$ cat src/core/sec_defines.svh
// Constants of the sync event control block: register indices, fields, resets, timing.
// Assumes a 100 MHz device clock and a 32-bit Avalon-MM register port.
// How it works
// Sysref path clear bit powers up set; software clears it after setup.
// Edge mode off: sync level holds the affected outputs while asserted.
// Edge mode on: rising sync edge resyncs outputs for a minimum time.
// Pin invert bit flips the sync pin before it is interpreted.
// Sync enable bit, reset one, turns all sync functionality off when zero.
// Loop2 qualification holds sync asserted until loop2 lock detect is one.
// Loop1 qualification holds sync asserted until loop1 lock detect is one.
// Source zero blocks pin and both lock flags from making sync events.
// Source one, reset value, makes sync from pin or enabled lock flags.
// Source two sends pin or lock-flag triggers to the pulser.
// Source three starts the pulser on each write of the burst count.
// Sysref exemption keeps sysref clocks running through sync events.
// Per-output exemption keeps that device clock running through sync and sysref.
// Software always writes 127 to the fixed slot, which resets to zero.
// Reference auto-enable bits admit inputs 2..0 to automatic switching.
// Buffer type bits choose bipolar at zero, CMOS at one.
// Software sets source three before a dynamic delay adjustment.
// Sysref power-down blocks sysref mode and every sync event.
// Sync pin passes a two-stage synchroniser before inversion and edge detect.
// Reserved reference control bits read zero and ignore writes.
`ifndef SEC_DEFINES_SVH
`define SEC_DEFINES_SVH

`define SEC_IDX_PCNT    9'h13e
`define SEC_IDX_PWR     9'h140
`define SEC_IDX_GEN     9'h143
`define SEC_IDX_EXEMPT  9'h144
`define SEC_IDX_FIXED   9'h145
`define SEC_IDX_REF     9'h146
`define SEC_IDX_STATUS  9'h14f

`define SEC_GEN_RST     8'h91
`define SEC_EXEMPT_RST  8'h00
`define SEC_FIXED_RST   8'h00
`define SEC_REF_RST     8'h18
`define SEC_REF_MASK    8'h3f
`define SEC_PWR_RST     8'h04
`define SEC_PWR_MASK    8'h04
`define SEC_PCNT_RST    8'h00

`define SEC_B_CLR       7
`define SEC_B_EDGE      6
`define SEC_B_INV       5
`define SEC_B_EN        4
`define SEC_B_L2        3
`define SEC_B_L1        2
`define SEC_MODE_MSB    1
`define SEC_MODE_LSB    0
`define SEC_B_SR_EXEMPT 7
`define SEC_OUT_MSB     6
`define SEC_B_PD        2
`define SEC_EN_MSB      5
`define SEC_EN_LSB      3
`define SEC_TYPE_MSB    2
`define SEC_TYPE_LSB    0

`define SEC_CLK_NS      10
`define SEC_MIN_SYNC_NS 100

`endif

$ cat src/core/sec_pkg.sv
// Types of the sync event control block.
// Assumes sec_defines.svh supplies the numeric constants.
package sec_pkg;
   typedef enum logic [1:0] {
      SEC_SRC_OFF        = 2'h0,
      SEC_SRC_PIN        = 2'h1,
      SEC_SRC_PULSER_PIN = 2'h2,
      SEC_SRC_PULSER_REG = 2'h3
   } sec_src_t;

   typedef enum logic [2:0] {
      SEC_ST_IDLE = 3'b001,
      SEC_ST_HOLD = 3'b010,
      SEC_ST_MIN  = 3'b100
   } sec_state_t;
endpackage : sec_pkg

$ cat src/core/sec_top.sv
// Sync event control: register file, sync pin conditioning and resync decision.
// Assumes synchronous lock inputs and an Avalon-MM master holding each request.
//
// Design decision made here: the Avalon-MM interface to the registers.
`timescale 1ns/100ps
`include "sec_defines.svh"

module sec_top
   import sec_pkg::*;
#(
   parameter int ADDR_W   = 11,
   parameter int MIN_CYC  = (`SEC_MIN_SYNC_NS + `SEC_CLK_NS - 1) / `SEC_CLK_NS
)(
   input  wire logic              mclk_i,
   input  wire logic              srst_i,
   input  wire logic [ADDR_W-1:0] avs_address_i,
   input  wire logic              avs_read_i,
   input  wire logic              avs_write_i,
   input  wire logic [3:0]        avs_byteenable_i,
   input  wire logic [31:0]       avs_writedata_i,
   output logic [31:0]            avs_readdata_o,
   output logic                   avs_waitrequest_o,
   input  wire logic              sync_pin_i,
   input  wire logic              loop1_lock_i,
   input  wire logic              loop2_lock_i,
   output logic                   sync_assert_o,
   output logic                   sysref_resync_o,
   output logic [6:0]             output_resync_o,
   output logic                   pulser_start_o,
   output logic [7:0]             pulse_burst_count_o,
   output logic                   sysref_path_clear_o,
   output logic                   sysref_power_down_o,
   output logic [2:0]             ref_auto_enable_o,
   output logic [2:0]             ref_buffer_cmos_o
);

   localparam int CNT_W = $clog2(MIN_CYC + 1);
   localparam logic [CNT_W-1:0] MIN_LOAD = CNT_W'(MIN_CYC - 1);

   function automatic logic hit(input logic [ADDR_W-3:0] idx, input logic [ADDR_W-3:0] reg_idx);
      hit = (idx == reg_idx);
   endfunction : hit

   // Register storage
   logic [7:0]       gen_ctrl;
   logic [7:0]       exempt;
   logic [7:0]       fixed_slot;
   logic [7:0]       ref_ctrl;
   logic [7:0]       pwr_ctrl;
   logic [7:0]       pcnt;

   // Pin conditioning
   logic             pin_meta;
   logic             pin_sam;
   logic             pin_prev;
   logic             trig_prev;

   // Decision state
   sec_state_t       state;
   sec_state_t       next_state;
   logic [CNT_W-1:0] min_cnt;
   logic [CNT_W-1:0] next_min_cnt;

   // Bus decode
   wire [ADDR_W-3:0] idx      = avs_address_i[ADDR_W-1:2];
   wire              req      = avs_read_i | avs_write_i;
   wire              wr_fire  = avs_write_i & ~avs_waitrequest_o & avs_byteenable_i[0];
   wire [7:0]        wdat     = avs_writedata_i[7:0];
   wire              wr_gen   = wr_fire & hit(idx, `SEC_IDX_GEN);
   wire              wr_exm   = wr_fire & hit(idx, `SEC_IDX_EXEMPT);
   wire              wr_fix   = wr_fire & hit(idx, `SEC_IDX_FIXED);
   wire              wr_ref   = wr_fire & hit(idx, `SEC_IDX_REF);
   wire              wr_pwr   = wr_fire & hit(idx, `SEC_IDX_PWR);
   wire              wr_pcnt  = wr_fire & hit(idx, `SEC_IDX_PCNT);

   // Control fields
   wire              edge_mode = gen_ctrl[`SEC_B_EDGE];
   wire              pin_inv   = gen_ctrl[`SEC_B_INV];
   wire              hold_l2   = gen_ctrl[`SEC_B_L2];
   wire              hold_l1   = gen_ctrl[`SEC_B_L1];
   wire sec_src_t    src       = sec_src_t'(gen_ctrl[`SEC_MODE_MSB:`SEC_MODE_LSB]);
   wire              sync_ok   = gen_ctrl[`SEC_B_EN] & ~pwr_ctrl[`SEC_B_PD];

   // Sync request terms
   wire              pin_level = pin_sam ^ pin_inv;
   wire              pin_last  = pin_prev ^ pin_inv;
   wire              pin_rise  = pin_level & ~pin_last;
   wire              lock_req  = (hold_l1 & ~loop1_lock_i) | (hold_l2 & ~loop2_lock_i);
   wire              level_req = (~edge_mode & pin_level) | lock_req;
   wire              start_req = edge_mode & pin_rise;
   wire              trig      = pin_level | lock_req;
   wire              trig_rise = trig & ~trig_prev;
   wire              go        = sync_ok & (src == SEC_SRC_PIN);
   wire              next_active = (next_state != SEC_ST_IDLE);
   wire              next_pulse  = sync_ok & (((src == SEC_SRC_PULSER_PIN) & trig_rise)
                                            | ((src == SEC_SRC_PULSER_REG) & wr_pcnt));

   // Read mux
   wire [7:0]        status  = {4'h0, pin_level, loop2_lock_i, loop1_lock_i, sync_assert_o};
   wire [7:0]        rd_mux  = hit(idx, `SEC_IDX_GEN)    ? gen_ctrl   :
                               hit(idx, `SEC_IDX_EXEMPT) ? exempt     :
                               hit(idx, `SEC_IDX_FIXED)  ? fixed_slot :
                               hit(idx, `SEC_IDX_REF)    ? ref_ctrl   :
                               hit(idx, `SEC_IDX_PWR)    ? pwr_ctrl   :
                               hit(idx, `SEC_IDX_PCNT)   ? pcnt       :
                               hit(idx, `SEC_IDX_STATUS) ? status     : 8'h00;

   // One wait cycle per access; writes land at the edge that sees waitrequest low
   always_ff @(posedge mclk_i) begin
      if (srst_i) begin
         avs_waitrequest_o <= 1'b1;
         avs_readdata_o    <= 32'h0000_0000;
      end else begin
         avs_waitrequest_o <= ~(req & avs_waitrequest_o);
         if (req & avs_waitrequest_o) begin
            avs_readdata_o <= {24'h00_0000, rd_mux};
         end
      end
   end

   always_ff @(posedge mclk_i) begin
      if (srst_i) begin
         gen_ctrl   <= `SEC_GEN_RST;
         exempt     <= `SEC_EXEMPT_RST;
         fixed_slot <= `SEC_FIXED_RST;
         ref_ctrl   <= `SEC_REF_RST;
         pwr_ctrl   <= `SEC_PWR_RST;
         pcnt       <= `SEC_PCNT_RST;
      end else begin
         if (wr_gen) gen_ctrl <= wdat;
         if (wr_exm) exempt <= wdat;
         if (wr_fix) fixed_slot <= wdat;
         if (wr_ref) ref_ctrl <= wdat & `SEC_REF_MASK;
         if (wr_pwr) pwr_ctrl <= wdat & `SEC_PWR_MASK;
         if (wr_pcnt) pcnt <= wdat;
      end
   end

   // Two-stage synchroniser, then history flops for pin and trigger edge detection
   always_ff @(posedge mclk_i) begin
      if (srst_i) begin
         pin_meta  <= 1'b0;
         pin_sam   <= 1'b0;
         pin_prev  <= 1'b0;
         trig_prev <= 1'b0;
      end else begin
         pin_meta  <= sync_pin_i;
         pin_sam   <= pin_meta;
         pin_prev  <= pin_sam;
         trig_prev <= trig;
      end
   end

   // Hold follows the level; a rising edge gives at least MIN_CYC cycles
   always_comb begin
      next_state   = state;
      next_min_cnt = min_cnt;
      case (state)
         SEC_ST_IDLE: begin
            if (go & start_req) begin
               next_state   = SEC_ST_MIN;
               next_min_cnt = MIN_LOAD;
            end else if (go & level_req) begin
               next_state = SEC_ST_HOLD;
            end
         end
         SEC_ST_HOLD: begin
            if (!go || !(level_req || start_req)) begin
               next_state = SEC_ST_IDLE;
            end else if (start_req) begin
               next_state   = SEC_ST_MIN;
               next_min_cnt = MIN_LOAD;
            end
         end
         SEC_ST_MIN: begin
            if (!go) begin
               next_state = SEC_ST_IDLE;
            end else if (start_req) begin
               next_min_cnt = MIN_LOAD;
            end else if (min_cnt != '0) begin
               next_min_cnt = min_cnt - CNT_W'(1);
            end else if (level_req) begin
               next_state = SEC_ST_HOLD;
            end else begin
               next_state = SEC_ST_IDLE;
            end
         end
         default: begin
            next_state = SEC_ST_IDLE;
         end
      endcase
   end

   always_ff @(posedge mclk_i) begin
      if (srst_i) begin
         state   <= SEC_ST_IDLE;
         min_cnt <= '0;
      end else begin
         state   <= next_state;
         min_cnt <= next_min_cnt;
      end
   end

   // Registered outputs toward dividers, pulser and reference inputs
   always_ff @(posedge mclk_i) begin
      if (srst_i) begin
         sync_assert_o       <= 1'b0;
         sysref_resync_o     <= 1'b0;
         output_resync_o     <= 7'h00;
         pulser_start_o      <= 1'b0;
         pulse_burst_count_o <= `SEC_PCNT_RST;
         sysref_path_clear_o <= 1'b1;
         sysref_power_down_o <= 1'b1;
         ref_auto_enable_o   <= 3'h3;
         ref_buffer_cmos_o   <= 3'h0;
      end else begin
         sync_assert_o       <= next_active;
         sysref_resync_o     <= next_active & ~exempt[`SEC_B_SR_EXEMPT];
         output_resync_o     <= {7{next_active}} & ~exempt[`SEC_OUT_MSB:0];
         pulser_start_o      <= next_pulse;
         pulse_burst_count_o <= pcnt;
         sysref_path_clear_o <= gen_ctrl[`SEC_B_CLR];
         sysref_power_down_o <= pwr_ctrl[`SEC_B_PD];
         ref_auto_enable_o   <= ref_ctrl[`SEC_EN_MSB:`SEC_EN_LSB];
         ref_buffer_cmos_o   <= ref_ctrl[`SEC_TYPE_MSB:`SEC_TYPE_LSB];
      end
   end
endmodule : sec_top
$ cat config.mk
export PLATFORM = sky130hd
export DESIGN_NAME = sec_top
export DESIGN_NICKNAME = d
export VERILOG_FILES = /design/src/core/sec_pkg.sv /design/src/core/sec_top.sv
export VERILOG_INCLUDE_DIRS = /design/src /design/src/core
export SDC_FILE = /design/constraint.sdc
export NUM_CORES = 1
export LEC_CHECK = 0
export ABC_AREA = 1
export ABC_CLOCK_PERIOD_IN_PS = 2870
export BUFFER_PORTS_ARGS = -buffer_cell sky130_fd_sc_hd__buf_2
export CORE_ASPECT_RATIO = 1.2
export CORE_MARGIN = 10
export CORE_UTILIZATION = 43
export CTS_BUF_LIST = sky130_fd_sc_hd__clkbuf_16
export DETAILED_ROUTE_END_ITERATION = 8
export PLACE_DENSITY = 0.74
export SYNTH_ARGS = -nofsm -noshare
export SYNTH_HDL_FRONTEND = slang
export SYNTH_SLANG_ARGS = --single-unit
$ cat constraint.sdc
create_clock -name mclk_i -period 2.87 [get_ports mclk_i]
set_input_delay 0.287 -clock mclk_i [delete_from_list [all_inputs] [get_ports mclk_i]]
set_output_delay 0.287 -clock mclk_i [all_outputs]
set_load 0.01 [all_outputs]
Word level (Yosys, flattened, before mapping) --
Cells that the tools add are included.
Word-level totals: flip-flop bits (word level) 85, bits of input ports 54, output and inout port bits 59, logic and storage cells 114
Operators by class: add/sub/neg operators 1, eq/ne operators 19, mux-type cells 23, bitwise gates (word level) 41, reduce and logical (&&, ||, !) cells 7
Operator list (number):
- 9-bit equality test, second input constant | 7
- 8-bit two-way mux | 6
- 4-bit two-way mux | 7
- 1-bit bitwise AND | 23
- 3-bit two-way mux | 7
- 4-bit case mux with 3 select lines | 1
- 1-bit inverter | 9
- 3-bit case mux with 3 select lines | 1
- 2-bit inequality test, second input constant | 4
- 7-bit bitwise AND | 1
- 7-bit inverter | 1
- 6-bit AND reduction | 1
- 1-bit bitwise OR | 5
- 2-bit equality test, second input constant | 2
- 4-bit nonzero test | 1
- 4-bit by 1-bit subtractor with 4-bit output, second input constant | 1
- 3-bit by 1-bit equality test with 1-bit output, second input constant | 1
- 3-bit by 2-bit equality test with 1-bit output, second input constant | 1
- 3-bit equality test, second input constant | 1
- 3-bit by 1-bit inequality test with 1-bit output, second input constant | 1
- 3-bit inequality test, second input constant | 1
- 3-bit nonzero test | 1
- 2-bit by 1-bit equality test with 1-bit output, second input constant | 1
- 1-bit zero test | 2
- other kinds (3) | 5

Longest topological paths before layout --
depth after elaboration 11, gate-level depth with buffers 11

Worst setup path after synthesis --
OpenSTA, ideal clock, no wires.
path type reg-to-reg, from register min_cnt[0], to register output_resync_o[0], library setup time 0.114 ns, arrival 1.286 ns, data required time 2.756 ns, setup slack 1.470 ns, cell stages (with the launch flop) 11, path buffers 0, period minus slack after synthesis 1.400 ns, cell sequence dfxtp_1 inv_1 ha_1 nor3b_1 nand2_1 nand3b_1 nand2_2 nand2_1 nand2_2 inv_2 nor2_1
On the way: word-level cells in the longest chain between the ends 7
Ends and longest elaborated chain:
- start, declared | line sec_top.sv:61 | logic [CNT_W-1:0] min_cnt;
- start signal, assigned | line sec_top.sv:200 | min_cnt <= next_min_cnt;
- 4-bit nonzero test | line sec_top.sv:180 | end else if (min_cnt != '0) begin
- 3-bit two-way mux | line sec_top.sv:180
- 3-bit two-way mux | line sec_top.sv:178 | end else if (start_req) begin
- 3-bit two-way mux | line sec_top.sv:176 | if (!go) begin
- 3-bit case mux with 3 select lines | line sec_top.sv:158 | case (state)
- 3-bit by 1-bit inequality test with 1-bit output | line sec_top.sv:94 | wire next_active = (next_state != SEC_ST_IDLE);
- 7-bit bitwise AND | line sec_top.sv:219 | output_resync_o <= {7{next_active}} & ~exempt[`SEC_OUT_MSB:0];
- end signal, assigned | line sec_top.sv:219
- end, declared | line sec_top.sv:28 | output logic [6:0] output_resync_o,
No other way between the ends. A chain may end at the register's enable or synchronous reset.

Final worst setup path --
from register avs_waitrequest_o, to register pcnt[7]
On the way: word-level cells in the longest chain between the ends 4
Ends and longest elaborated chain:
- start, declared | line sec_top.sv:22 | output logic avs_waitrequest_o,
- start signal, assigned | line sec_top.sv:114 | avs_waitrequest_o <= ~(req & avs_waitrequest_o);
- 1-bit inverter | line sec_top.sv:67 | wire wr_fire = avs_write_i & ~avs_waitrequest_o & avs_byteenable_i[0];
- 1-bit bitwise AND (2 in series) | line sec_top.sv:67
- 1-bit bitwise AND | line sec_top.sv:74 | wire wr_pcnt = wr_fire & hit(idx, `SEC_IDX_PCNT);
- end signal, assigned | line sec_top.sv:128 | pcnt <= `SEC_PCNT_RST;
- end signal, assigned | line sec_top.sv:135 | if (wr_pcnt) pcnt <= wdat;
- end, declared | line sec_top.sv:50 | logic [7:0] pcnt;
No other way between the ends.

==> flow_metrics.env <==
export IMPL_combinationalPowerShare_pct=5.0
export IMPL_cp_slowest_stage_delay_ns=0.32
export IMPL_layout_nets=606
export IMPL_tightest_slew_ns=0.561
export IMPL_clock_sinks=85
export IMPL_crit_path_frequent_cell="inv_1"
export IMPL_worst_setup_path_type="register to register"
export IMPL_totalWireLength_microns=9820
export IMPL_seqPwrFrac_pct=46.9
export IMPL_antenna_found_initial=0
export IMPL_fp_dieW_microns=106
export IMPL_seq_area_frac_synth_pct=45.0
export IMPL_path_clk_slew_ns=0.06
export IMPL_synth_main_ff_cell="dfxtp_1"
export IMPL_cts_buffer_depth=2
export IMPL_critPathCaptureType="register"
export IMPL_drc=0
export IMPL_cts_tree="done"
export IMPL_coreArea_sq_um=8560
export IMPL_grt_start_max_net_pins=40
export IMPL_place_inst=656
export IMPL_ys_seq_elements=85
export IMPL_drive_above_1_share_pct=17.7
export IMPL_post_place_ws_ns=0.925
export IMPL_p_sw_share_pct=22.0
export IMPL_maxSlewViolCount=0
export IMPL_p_switching_mw=0.556
export IMPL_status="finished clean"
export IMPL_min_path_type="input pin to register"
export IMPL_layout_common_cells="85 x dfxtp_1, 70 x nand2_1, 68 x nor2_1"
export IMPL_cp_max_fo=9
export IMPL_ioPinCount=113
export IMPL_worst_slack_ns=1.15
export IMPL_skew_ns=0.00829
export IMPL_holdBufCountCts=0
export IMPL_clkPwrFrac_pct=48.1
export IMPL_final_cell_area_sq_um=4340
export IMPL_ir_drop_mv=0.303
export IMPL_ant_nets=0
export IMPL_leakage_nw=2.03
export IMPL_post_drt_wl_per_cell_microns=14.6
export IMPL_synth_area_sq_um=3780
export IMPL_synth_edf_count=0
export IMPL_dieArea_sq_um=13000
export IMPL_synth_cell_types=38
export IMPL_cts_resized_gates=0
export IMPL_antenna_cells=0
export IMPL_crit_required_ns=3.10
export IMPL_critPathLaunchType="register"
export IMPL_synthArstFlopShare_pct=0
export IMPL_overflow=0
export IMPL_start_util_pct=44.1
export IMPL_period_minus_slack_ns=1.72
export IMPL_nFillCells=886
export IMPL_period_share_pct=59.8
export IMPL_drt_pass1_iterations=4
export IMPL_maxSlewHeadroom_pct=62.6
export IMPL_hold_viol=0
export IMPL_p_int_mw=1.97
export IMPL_ys_warn_count=0
export IMPL_cts_buffers=9
export IMPL_rows=37
export IMPL_gp_congestion=0.888
export IMPL_final_cells=671
export IMPL_syn_avg_cell_area_sq_um=7.68
export IMPL_grt_pass1_wl_microns=15800
export IMPL_cts_setup_buffers=0
export IMPL_dp_hpwl_microns=7470
export IMPL_syn_to_final_growth_pct=14.9
export IMPL_clock_latency_ns=0.34
export IMPL_grt_usage_pct=15.2
export IMPL_crit_chain="inv_1, nand3_2, inv_1, nand3_1, buf_4, o21ai_0, a21oi_1"
export IMPL_powerDensity_nw_per_um2=582
export IMPL_final_util_pct=50.7
export IMPL_synth_cells=492
export IMPL_place_area_sq_um=4030
export IMPL_max_cap_violations=0
export IMPL_via_count=3217
export IMPL_die_y_microns=123
export IMPL_crit_arrival_ns=1.95
export IMPL_grt_pass1_vias=3262
export IMPL_drt_iter0_drc=221
export IMPL_ctsHtreeMaxLevel=3
export IMPL_port_buffers=59
export IMPL_hold_worst_slack_ns=0.166
export IMPL_rsz0062_at_grt="false"
export IMPL_layout_commonest_cell="dfxtp_1"
export IMPL_cts_root_buf="clkbuf_16"
export IMPL_power_mw=2.53
export IMPL_max_freq_mhz=583
export IMPL_regArea_sq_um=1700
export IMPL_finalSetupViolCount=0
export IMPL_setup_tns_ns=0
export IMPL_viasPerCell=4.79
export IMPL_multi_input_area_sq_um=1610
export IMPL_critPathSlowestCell="dfxtp_1"
[flip-flops by register name, indices dropped and copies added, names as in the netlist, 3 cells and up]
| register | flops |
|---|---|
| min_cnt | 4 |
| state | 3 |
| exempt | 8 |
| pulse_burst_count_o | 8 |
| output_resync_o | 7 |
| ref_buffer_cmos_o | 3 |
| ref_ctrl | 6 |
| ref_auto_enable_o | 3 |
| fixed_slot | 8 |
| pcnt | 8 |
| gen_ctrl | 8 |
| avs_readdata_o | 8 |
[logic make-up (layout without fill, tap and decap cells)]
| kind of cell | after synthesis | after routing | share of synthesized area [%] |
|---|---|---|---|
| fa+ha+maj | 2 | 2 | 0.662 |
| flops | 85 | 85 | 45.0 |
| buf+inv | 106 | 145 | 14.7 |
| compound gates | 99 | 99 | 13.9 |
| other cells | 1 | 24 | 0.0992 |
| simple gates | 199 | 199 | 25.6 |
[cell type report]
type / count / share of cell area, %
Timing Repair Buffer: 62 / 7.32
Clock inverter: 6 / 2.05
Multi-Input combinational cell: 324 / 37.0
Inverter: 68 / 5.88
Clock buffer: 9 / 5.19
Tap cell: 117 / 3.37
Sequential cell: 85 / 39.2
[cells in the mapped netlist (3+ instances only)]
master | n | share of area (%)
nor2_1 | 68 | 6.8
inv_1 | 66 | 6.6
o22ai_1 | 3 | 0.50
nand2_1 | 70 | 7.0
nand2_2 | 3 | 0.50
nand2_4 | 3 | 0.89
buf_6 | 9 | 2.7
buf_4 | 24 | 4.8
nand4_1 | 11 | 1.8
o211ai_1 | 4 | 0.79
o21ai_1 | 4 | 0.53
nor2_4 | 4 | 1.2
o21ai_0 | 40 | 5.3
nand3b_1 | 3 | 0.60
clkbuf_1 | 5 | 0.50
nor3_1 | 6 | 0.79
a21oi_1 | 43 | 5.7
dfxtp_1 | 85 | 45
nand3_1 | 15 | 2.0
[worst max-delay path: cells and delay by family (launching register included)]
family                 cells  cell delay (ns)
AND/OR/NAND/NOR            2             0.46
flip-flops                 1             0.32
buffers and inverters      3             0.60
AO/OA/AOI/OAI              2             0.22
[power by group through the flow]
stage                     sequential [mW]  combinational (mW)  clock [mW]
after floorplan                      1.21               0.104           0
after global placement               1.21               0.122           0
after detailed placement             1.21               0.124           0
after CTS                            1.18               0.125        1.24
after global routing                 1.18               0.141        1.28
final                                1.18               0.126        1.22
[path summary, 6_finish.rpt]
check	endpoint	slack, ns	depth (start not counted)	start
worst min register to register	pin_sam	0.42	2	pin_meta
worst max register to register	pcnt[7]	1.15	7	avs_waitrequest_o
worst max-delay path	pcnt[7]	1.15	7	avs_waitrequest_o
worst min-delay path	pin_meta	0.17	3	sync_pin_i
[metal layers]
layer / vias up / global-route usage (%) / routed length (microns) / part of all wire [%]
met1: 1477 / 16.6 / 4040 / 41
met2: 79 / 28.1 / 5150 / 52
met3: 13 / 2.78 / 445 / 4.5
met5: - / 0 / 0 / 0
li1: 1648 / - / - / -
met4: 0 / 7.12 / 188 / 1.9
Power figures use the tool's default switching activity.
